File: config.mk
export PLATFORM = sky130hd
export DESIGN_NAME = stx_exec
export DESIGN_NICKNAME = d
export VERILOG_FILES = /design/src/hw/stx_pkg.sv /design/src/hw/stx_exec.sv
export SDC_FILE = /design/constraint.sdc
export NUM_CORES = 1
export LEC_CHECK = 0
export BUFFER_PORTS_ARGS = -buffer_cell sky130_fd_sc_hd__buf_2
export CAP_MARGIN = 20
export CORE_ASPECT_RATIO = 0.7
export CORE_MARGIN = 2
export CORE_UTILIZATION = 43
export CTS_BUF_LIST = sky130_fd_sc_hd__clkbuf_8
export CTS_CLUSTER_DIAMETER = 30
export DETAILED_ROUTE_END_ITERATION = 16
export GPL_TIMING_DRIVEN = 0
export PLACE_DENSITY = 0.89
export SETUP_SLACK_MARGIN = 0.2
export SYNTH_ARGS = -nofsm -noshare
export SYNTH_HDL_FRONTEND = slang
export SYNTH_SLANG_ARGS = --single-unit
File: constraint.sdc
create_clock -name clk -period 2 [get_ports clk]
set_input_delay 0.1 -clock clk [delete_from_list [all_inputs] [get_ports clk]]
set_output_delay 0.1 -clock clk [all_outputs]
set_load 0.05 [all_outputs]
File: src/hw/stx_pkg.sv
// package: opcodes, widths and timing for the skip/table/xor execution block
package stx_pkg;
  localparam int DATA_W = 8;
  localparam int ADDR_W = 8;
  localparam int PROG_W = 15;
  localparam int PC_W   = 12;
  localparam int BIT_W  = 3;
  localparam int TABLE_HIGH_LATCH_W = PROG_W - DATA_W;
  localparam logic [TABLE_HIGH_LATCH_W-1:0] TABLE_HIGH_LATCH_RST = 7'h00;
  localparam logic [DATA_W-1:0] ACC_RST  = 8'h00;
  localparam logic              ZF_RST   = 1'b0;
  localparam int SKIP_CYCLES = 2;   // machine cycles of a taken skip

  // operation codes presented by the decoder
  typedef enum logic [2:0] {
    STX_OP_NONE  = 3'h0,
    STX_OP_SKIP  = 3'h1,  // skip_if_bit_clear_op
    STX_OP_TRDC  = 3'h2,  // table_read_current_page_op
    STX_OP_TRDL  = 3'h3,  // table_read_last_page_op
    STX_OP_XORA  = 3'h4,  // acc ^= mem
    STX_OP_XOR_TO_MEMORY_OP  = 3'h5,  // xor_to_memory_op
    STX_OP_XORI  = 3'h6   // acc ^= literal
  } stx_op_t;

  // one decoded instruction
  typedef struct packed {
    stx_op_t           op;
    logic [ADDR_W-1:0] addr;
    logic [BIT_W-1:0]  bit_sel;
    logic [DATA_W-1:0] literal;
  } stx_instr_t;

  // data-memory write request
  typedef struct packed {
    logic              we;
    logic [ADDR_W-1:0] addr;
    logic [DATA_W-1:0] data;
  } stx_dm_wr_t;
endpackage : stx_pkg

File: src/hw/stx_exec.sv
// execution unit for bit-test skip, table reads and xor forms
//
// Behaviour
// RQ1: bit-test skip reads data byte bit; when zero skips next instruction, flags untouched
// RQ2: a taken skip inserts a dummy cycle, so the instruction takes two cycles
// RQ3: when tested bit is one, execution continues sequentially with no skip
// RQ4: current-page table read addresses program word by pointer, low byte to memory
// RQ5: table reads load the word's high part into the high latch, no flags
// RQ6: last-page table read fetches from last page, bytes to latch and memory
// RQ7: xor memory into accumulator, result to accumulator, zero flag updated
// RQ8: xor to memory writes result back to data memory, zero flag updated
// RQ9: xor immediate with accumulator, result to accumulator, zero flag updated
// RQ10: zero flag set when xor result is zero else cleared; others untouched
`timescale 1ns/1ns
module stx_exec #(
  parameter int PC_W = stx_pkg::PC_W
) (
  input  wire logic                               clk,
  input  wire logic                               rst_b,
  input  wire logic                               instr_valid,
  input  wire stx_pkg::stx_instr_t                instr,
  input  wire logic [PC_W-1:0]                    pc,
  input  wire logic [stx_pkg::DATA_W-1:0]         table_pointer,
  input  wire logic [stx_pkg::DATA_W-1:0]         dm_rdata,
  input  wire logic [stx_pkg::PROG_W-1:0]         pm_rdata,
  output logic [stx_pkg::ADDR_W-1:0]              dm_raddr,
  output logic [PC_W-1:0]                         pm_addr,
  output stx_pkg::stx_dm_wr_t                     dm_wr,
  output logic                                    skip_next,
  output logic                                    dummy_cycle,
  output logic                                    busy,
  output logic [stx_pkg::DATA_W-1:0]              acc,
  output logic                                    zero_flag,
  output logic [stx_pkg::TABLE_HIGH_LATCH_W-1:0]              table_high_latch
);
  localparam int DW = stx_pkg::DATA_W;
  localparam int PW = PC_W - DW;

  // one-hot sequencing: a taken skip or table read holds a second cycle
  typedef enum logic [1:0] {
    STX_IDLE = 2'b01,
    STX_HOLD = 2'b10
  } stx_state_t;

  stx_state_t              state_q, state_d;
  logic [DW-1:0]           acc_q, acc_d;
  logic                    zf_q, zf_d;
  logic [stx_pkg::TABLE_HIGH_LATCH_W-1:0] table_high_latch_q, table_high_latch_d;
  stx_pkg::stx_dm_wr_t     wr_q, wr_d;
  logic                    skip_q, skip_d;
  logic                    dummy_q, dummy_d;
  logic [stx_pkg::ADDR_W-1:0] tbl_dst_q;

  function automatic logic is_zero(input logic [DW-1:0] v);
    is_zero = (v == '0);
  endfunction : is_zero

  // decode, gated by idle so a held instruction cannot retrigger
  wire         go       = instr_valid && (state_q == STX_IDLE);
  wire         op_skip  = go && (instr.op == stx_pkg::STX_OP_SKIP);
  wire         op_trdc  = go && (instr.op == stx_pkg::STX_OP_TRDC);
  wire         op_trdl  = go && (instr.op == stx_pkg::STX_OP_TRDL);
  wire         op_xora  = go && (instr.op == stx_pkg::STX_OP_XORA);
  wire         op_xor_to_memory_op  = go && (instr.op == stx_pkg::STX_OP_XOR_TO_MEMORY_OP);
  wire         op_xori  = go && (instr.op == stx_pkg::STX_OP_XORI);
  wire         bit_val  = dm_rdata[instr.bit_sel];
  wire         take     = op_skip && !bit_val;                        // RQ1
  wire [DW-1:0] xor_mem = acc_q ^ dm_rdata;
  wire [DW-1:0] xor_imm = acc_q ^ instr.literal;
  // page bits: current page from pc, last page is all ones
  wire [PW-1:0] page_cur  = pc[PC_W-1:DW];                            // RQ4
  wire [PW-1:0] page_last = {PW{1'b1}};                               // RQ6

  assign dm_raddr = instr.addr;
  assign pm_addr  = {(op_trdl ? page_last : page_cur), table_pointer};

  // next-state and result selection
  always_comb
  begin
    state_d = state_q;
    acc_d   = acc_q;
    zf_d    = zf_q;
    table_high_latch_d  = table_high_latch_q;
    wr_d    = '0;
    skip_d  = 1'b0;
    dummy_d = 1'b0;
    unique case (state_q)
      STX_IDLE:
      begin
        if (take)
        begin
          skip_d  = 1'b1;                                             // RQ1
          state_d = STX_HOLD;                                         // RQ2
        end
        if (op_trdc || op_trdl)
        begin
          table_high_latch_d  = pm_rdata[stx_pkg::PROG_W-1:DW];                   // RQ5
          wr_d    = '{we: 1'b1, addr: instr.addr, data: pm_rdata[DW-1:0]}; // RQ4
          state_d = STX_HOLD;
        end
        if (op_xora)
        begin
          acc_d = xor_mem;                                            // RQ7
          zf_d  = is_zero(xor_mem);                                   // RQ10
        end
        if (op_xor_to_memory_op)
        begin
          wr_d = '{we: 1'b1, addr: instr.addr, data: xor_mem};        // RQ8
          zf_d = is_zero(xor_mem);                                    // RQ10
        end
        if (op_xori)
        begin
          acc_d = xor_imm;                                            // RQ9
          zf_d  = is_zero(xor_imm);                                   // RQ10
        end
      end
      STX_HOLD:
      begin
        dummy_d = 1'b1;                                               // RQ2
        state_d = STX_IDLE;
      end
      default:
        state_d = STX_IDLE;
    endcase
  end

  // registers; flags change only on xor forms
  always_ff @(posedge clk or negedge rst_b)
  begin
    if (!rst_b)
    begin
      state_q   <= STX_IDLE;
      acc_q     <= stx_pkg::ACC_RST;
      zf_q      <= stx_pkg::ZF_RST;
      table_high_latch_q    <= stx_pkg::TABLE_HIGH_LATCH_RST;
      wr_q      <= '0;
      skip_q    <= 1'b0;
      dummy_q   <= 1'b0;
      tbl_dst_q <= '0;
    end
    else
    begin
      state_q   <= state_d;
      acc_q     <= acc_d;
      zf_q      <= zf_d;
      table_high_latch_q    <= table_high_latch_d;
      wr_q      <= wr_d;
      skip_q    <= skip_d;
      dummy_q   <= dummy_d;
      tbl_dst_q <= instr.addr;
    end
  end

  assign dm_wr            = wr_q;
  assign skip_next        = skip_q;
  assign dummy_cycle      = dummy_q;
  assign busy             = (state_q == STX_HOLD);
  assign acc              = acc_q;
  assign zero_flag        = zf_q;
  assign table_high_latch = table_high_latch_q;

  AST_SKIP_TAKEN: assert property (@(posedge clk) disable iff (!rst_b) // RQ1
    take |=> skip_next && !dm_wr.we)
    else $error("taken skip not flagged");
  AST_SKIP_DUMMY: assert property (@(posedge clk) disable iff (!rst_b) // RQ2
    take |=> busy ##1 (dummy_cycle && !busy))
    else $error("skip lacks dummy cycle");
  AST_NO_SKIP: assert property (@(posedge clk) disable iff (!rst_b) // RQ3
    (op_skip && bit_val) |=> !skip_next && !busy)
    else $error("skip on set bit");
  AST_TRDC_WRITE: assert property (@(posedge clk) disable iff (!rst_b) // RQ4
    op_trdc |=> dm_wr.we && dm_wr.data == $past(pm_rdata[DW-1:0])
      && dm_wr.addr == tbl_dst_q)
    else $error("table read low byte wrong");
  AST_TABLE_HIGH_LATCH_LOAD: assert property (@(posedge clk) disable iff (!rst_b) // RQ5
    (op_trdc || op_trdl) |=> table_high_latch == $past(pm_rdata[stx_pkg::PROG_W-1:DW])
      && $stable(zero_flag))
    else $error("high latch or flag wrong");
  AST_TRDL_PAGE: assert property (@(posedge clk) disable iff (!rst_b) // RQ6
    op_trdl |-> pm_addr[PC_W-1:DW] == {PW{1'b1}} && pm_addr[DW-1:0] == table_pointer)
    else $error("last page address wrong");
  AST_XORA: assert property (@(posedge clk) disable iff (!rst_b) // RQ7
    op_xora |=> acc == ($past(acc) ^ $past(dm_rdata)))
    else $error("xor into acc wrong");
  AST_XOR_TO_MEMORY_OP: assert property (@(posedge clk) disable iff (!rst_b) // RQ8
    op_xor_to_memory_op |=> dm_wr.we && dm_wr.data == ($past(acc) ^ $past(dm_rdata)) && $stable(acc))
    else $error("xor to memory wrong");
  AST_XORI: assert property (@(posedge clk) disable iff (!rst_b) // RQ9
    op_xori |=> acc == ($past(acc) ^ $past(instr.literal)))
    else $error("xor immediate wrong");
  AST_ZERO: assert property (@(posedge clk) disable iff (!rst_b) // RQ10
    (op_xora || op_xori) |=> zero_flag == (acc == 8'h00))
    else $error("zero flag wrong");

  // skip and hold sequencing: a refused request must leave no trace at all
  AST_SKIP_FLAGS: assert property (@(posedge clk) disable iff (!rst_b) // RQ1
    op_skip |=> $stable(acc) && $stable(zero_flag) && !dm_wr.we)
    else $error("skip disturbed state");
  AST_HOLD_REFUSE: assert property (@(posedge clk) disable iff (!rst_b) // RQ2
    (busy && instr_valid) |=> $stable(acc) && $stable(zero_flag) && !dm_wr.we && !skip_next)
    else $error("instruction accepted while busy");
  AST_DUMMY_AFTER_HOLD: assert property (@(posedge clk) disable iff (!rst_b) // RQ2
    dummy_cycle |-> $past(busy))
    else $error("dummy cycle without hold");
  AST_STATE_ONEHOT: assert property (@(posedge clk) disable iff (!rst_b) // RQ2
    $onehot(state_q))
    else $error("sequencer state not one-hot");
  // table read and xor side effects: writes only where the rule asks for them
  AST_TRDC_PAGE: assert property (@(posedge clk) disable iff (!rst_b) // RQ4
    op_trdc |-> pm_addr == {pc[PC_W-1:DW], table_pointer})
    else $error("current page address wrong");
  AST_TRDL_WRITE: assert property (@(posedge clk) disable iff (!rst_b) // RQ6
    op_trdl |=> dm_wr.we && dm_wr.data == $past(pm_rdata[DW-1:0])
      && table_high_latch == $past(pm_rdata[stx_pkg::PROG_W-1:DW]))
    else $error("last page read delivery wrong");
  AST_XORA_NO_WRITE: assert property (@(posedge clk) disable iff (!rst_b) // RQ7
    op_xora |=> !dm_wr.we)
    else $error("xor into acc wrote memory");
  AST_XORI_NO_WRITE: assert property (@(posedge clk) disable iff (!rst_b) // RQ9
    op_xori |=> !dm_wr.we)
    else $error("xor immediate wrote memory");
  AST_ZERO_MEM: assert property (@(posedge clk) disable iff (!rst_b) // RQ10
    op_xor_to_memory_op |=> zero_flag == (dm_wr.data == 8'h00))
    else $error("zero flag wrong after xor to memory");
endmodule : stx_exec

# Word level (Yosys, flattened, before mapping)
# Index checks and enable logic that the tools add are counted.
dict set report word_totals {
  reg_bits 37
  inputBits 68
  out_inout_bits 56
  word_cells 55
}
dict set report classes {
  order_cmp 1
  n_eq_ne 9
  mux 17
  bitwise 2
  reduce_logical 17
}
# op n
set ops {}
lappend ops {{2-to-1 mux 17 bit} 3}
lappend ops {{zero test 8 bit} 2}
lappend ops {{2-to-1 mux 8 bit} 2}
lappend ops {{XOR 8 bit} 2}
lappend ops {{equality test 3 bit, second input constant} 3}
lappend ops {{logical AND 1 bit} 8}
lappend ops {{2-to-1 mux 1 bit} 7}
lappend ops {{equality test 3 x 2 -> 1 bit, second input constant} 2}
lappend ops {{2-to-1 mux 2 bit} 3}
lappend ops {{AND reduction 2 bit} 3}
lappend ops {{less-than comparator 3 x 4 -> 1 bit, second input constant} 1}
lappend ops {{2-to-1 mux 4 bit} 1}
lappend ops {{binary-select mux 1 bit (select 3 bit)} 1}
lappend ops {{equality test 3 x 1 -> 1 bit, second input constant} 1}
lappend ops {{inequality test 3 x 2 -> 1 bit, second input constant} 1}
lappend ops {{nonzero test 3 bit} 1}
lappend ops {{equality test 2 x 1 -> 1 bit, second input constant} 1}
lappend ops {{equality test 2 bit, second input constant} 1}
lappend ops {{nonzero test 2 bit} 1}
lappend ops {{zero test 1 bit} 1}
lappend ops {{logical OR 1 bit} 1}

# Depth between registers and ports, before layout
dict set report depth {
  depth_word 7
  mapped_depth 5
  ltp_nobuf 4
}

# Worst setup path after synthesis
# OpenSTA, ideal clock, no wires.
dict set report synth_path {
  path_kind {reg2out}
  startpoint {register state_q[0]}
  endpoint {output port pm_addr[10]}
  t_arrival_ns 1.556
  required_ns 1.900
  setup_slack_ns 0.344
  path_stages_with_launch 5
  path_buffers 1
  cell_sequence {dfstp_2 nor4bb_1 and2_4 buf_2 a21o_1}
}
dict set report synth_between {
  elab_chain_cells 4
}
# element line_no
set synth_lines {}
lappend synth_lines {{start: declaration} stx_exec.sv:45} ;# stx_state_t state_q, state_d;
lappend synth_lines {{start signal: assignment} stx_exec.sv:143} ;# state_q <= state_d;
lappend synth_lines {{equality test 2 x 1 -> 1 bit} stx_exec.sv:59} ;# wire go = instr_valid && (state_q == STX_IDLE);
lappend synth_lines {{logical AND 1 bit} stx_exec.sv:59}
lappend synth_lines {{logical AND 1 bit} stx_exec.sv:62} ;# wire op_trdl = go && (instr.op == stx_pkg::STX_OP_TRDL);
lappend synth_lines {{2-to-1 mux 4 bit} stx_exec.sv:75} ;# assign pm_addr = {(op_trdl ? page_last : page_cur), table_pointer};
lappend synth_lines {{end: declaration} stx_exec.sv:27} ;# output logic [PC_W-1:0] pm_addr,
# Every way passes these cells.

# Final worst setup path
# Same ends and word-level chain as after synthesis.

==> flow_summary.toml <==
[power]
ir_worst_vdd_mv = 0.762
p_leak_nw = 1.49
power.density_nw_per_um2 = 1090

[final_layout]
num-nets-final = 342
layout-drive-gt1-share_pct = 57.5
multiInputGateArea_um2 = 778
diodes = 0
seq_area_um2 = 927
syn_to_final_growth_pct = 46.5
nFillCells = 323

[global_routing]
grt_pass1_wl_um = 6660
grt_antenna_before_repair = 0
grt_overflow = 0
grt_pass1_vias = 1492
grt_max_degree = 38
grt.total_usage_pct = 18.6

[worst_setup_path]
crit_arrival_ns = 1.64
path_cells = "nor4bb_4 > and2_4 > buf_8 > a21o_1 > buf_6"
worstPathRequired_ns = 1.90
crit_family = "flip-flops"
cp_slowest_cell = "dfstp_2"
critPathKind = "reg -> out"
cp-end-kind = "output pin"
critPathLaunchType = "register"
cp.buffers_inverters = 2
cp_max_fo = 7
cp_slowest_stage_delay_ns = 0.54

[flow_run]
max-cap-violations = 0

[cts]
clock_latency_ns = 0.28
clockBufferDepth = 2
cts_tree = "built"
clk_pin_slew_worst_paths_ns = 0.08
cts_root_buffer = "clkbuf_8"
cts-buffers-inserted = 5
htreeDepth = 2
clock-sinks = 37

[floorplan]
die_x_um = 82.1
initial_core_util_pct = 45.7
ios = 124
core_um2 = 4020
row_count = 19
dieArea_um2 = 4820
die_y_um = 58.7

[placement]
io_buffers = 106
hpwlAfterDp_um = 3420
place_congestion = 0.840
post-place-ws_ns = 0.0589

[yosys]
synth_area_um2 = 1840
avgSynthCellArea_um2 = 12.2
syn_nets = 219
yosysSeqAreaShare_pct = 50.5
synth.ff_latch_count = 37
ys_types = 30
syn_inst = 151
ys.warnings.count = 0

[hold_path]
worstHoldPathType = "in -> reg"

[drt]
wl_per_cell_um = 13.6
drt_iter0_markers = 57
drt_first_pass_iters = 4
finalWirelength_um = 4460
antenna_left = 0
vias = 1567
drc = 0
post_drt_via_cell_ratio = 4.79

[sta]
rsz0062_at_grt = "true"
fmax_mhz = 574
relSlewSlack_pct = 45.5
hold_viol = 0
clock-skew-final_ns = 0.00660
max_slew.worst_pin.slew_ns = 0.817
final_max_slew_viol_count = 0
setup_slack_ns = 0.259
finalCritPeriodShare_pct = 87.1
setup_viol = 0
final.setup.tns_ns = 0
min_period_ns = 1.74

[outcome]
outcome = "complete, no violations"
layout by cell type (no fill, tap or decap), types with 2 or more instances in the layout:
cell type and n:
buf_6 6, xnor2_1 4, nor3_1 2, nor2b_1 9, nand3_1 3, nor4_1 2
buf_2 102, mux2i_1 12, dfrtp_1 36, a21o_1 4, buf_4 25, a22o_1 8
nor2_1 10, xor2_1 20, mux2_2 7, clkbuf_8 5
where the power goes:
part | internal, W | switching, W
combinational | 0.000380 | 0.000880
clock | 0.000373 | 0.000275
sequential | 0.000887 | 0.000149
total | 0.00164 | 0.00130
through the flow:
stage	cells	hold WS [ns]	util, %	instance area (um2)	total power (W)
global placement	309	0.244	60.5	2430	0.00225
global route	327	0.0353	66.9	2690	0.00308
CTS	320	0.0241	65.3	2620	0.00295
floorplan	151	-0.196	-	1840	0.00193
finish	327	0.0316	66.9	2690	0.00294
detailed placement	309	0.249	60.5	2430	0.00227
final timing paths:
path / start / end / depth (start not counted) / slack (ns)
max in group asynchronous: rst_b / table_high_latch[4] / 2 / 1.03
worst min-delay path: pm_rdata[4] / dm_wr[4] / 2 / 0.03
worst min register to register: table_high_latch[3] / table_high_latch[3] / 1 / 0.51
min in group asynchronous: rst_b / dm_wr[16] / 2 / 0.45
worst max register to register: state_q[0] / acc[4] / 6 / 0.30
worst max-delay path: state_q[0] / pm_addr[10] / 5 / 0.26
cell families after synthesis:
| kind of cell | Yosys count | synth area share [%] |
|---|---|---|
| DFF | 37 | 50.5 |
| and+or+nand+nor | 34 | 11.1 |
| xor gates and xnor gates | 24 | 11.5 |
| buffers and inverters | 22 | 8.66 |
| muxes | 20 | 12.1 |
| AOI/OAI and AO/OA | 14 | 6.20 |
cells in the mapped netlist:
cell       n  area share, %
nor4bb_1   1           0.55
clkbuf_1   1           0.20
nor2b_1    9            3.1
dfrtp_1   36             49
xor2_1    20            9.5
nor2_1    10            2.0
o21ai_0    1           0.27
buf_1      1           0.20
inv_1      1           0.20
nor3_1     2           0.55
and4b_4    1           0.75
and2_0     1           0.34
xnor2_1    4            1.9
dfstp_2    1            1.4
nand3_1    3           0.82
buf_6      2            1.2
nor3b_2    1           0.68
o311ai_1   1           0.48
or2_2      1           0.34
nor4_1     2           0.68
and2_4     1           0.48
a22o_1     8            3.8
mux2_2     7            4.3
mux4_2     1            1.2
a21o_1     4            1.6
nand4b_1   1           0.48
buf_2      1           0.27
buf_4     16            6.5
or2_1      1           0.34
mux2i_1   12            6.5
state kept, by name, indices dropped and copies added, names as in the netlist:
register          count
zero_flag             1
state_q               2
table_high_latch      7
skip_next             1
dummy_cycle           1
acc                   8
dm_wr                17
what timing repair did:
action	CTS	global route
setup endpoints to repair	13	21
gates resized for setup	13	4
pin swaps	1	3
buffers inserted	2	7
endpoints found under the hold margin	36	0
hold buffers	1	0
metal layers:
layer  vias up  track usage (%)  routed length (um)
met5         -                0                   0
met4         0             3.57                   9
met3         2             7.06                 586
met2        89             30.2                2060
met1       731             24.2                1810
li1        745                -                   -
cell type report:
type                    instances  area share (%)
multi-input cells              92            28.9
clock buffers                   5            2.56
repair buffers                116            23.5
well taps                      52            2.42
inverters                       1           0.140
clock inverters                 3            1.72
flip-flops and latches         37            34.5
plain buffers                  21            6.19
(Power assumes the default switching activity.)
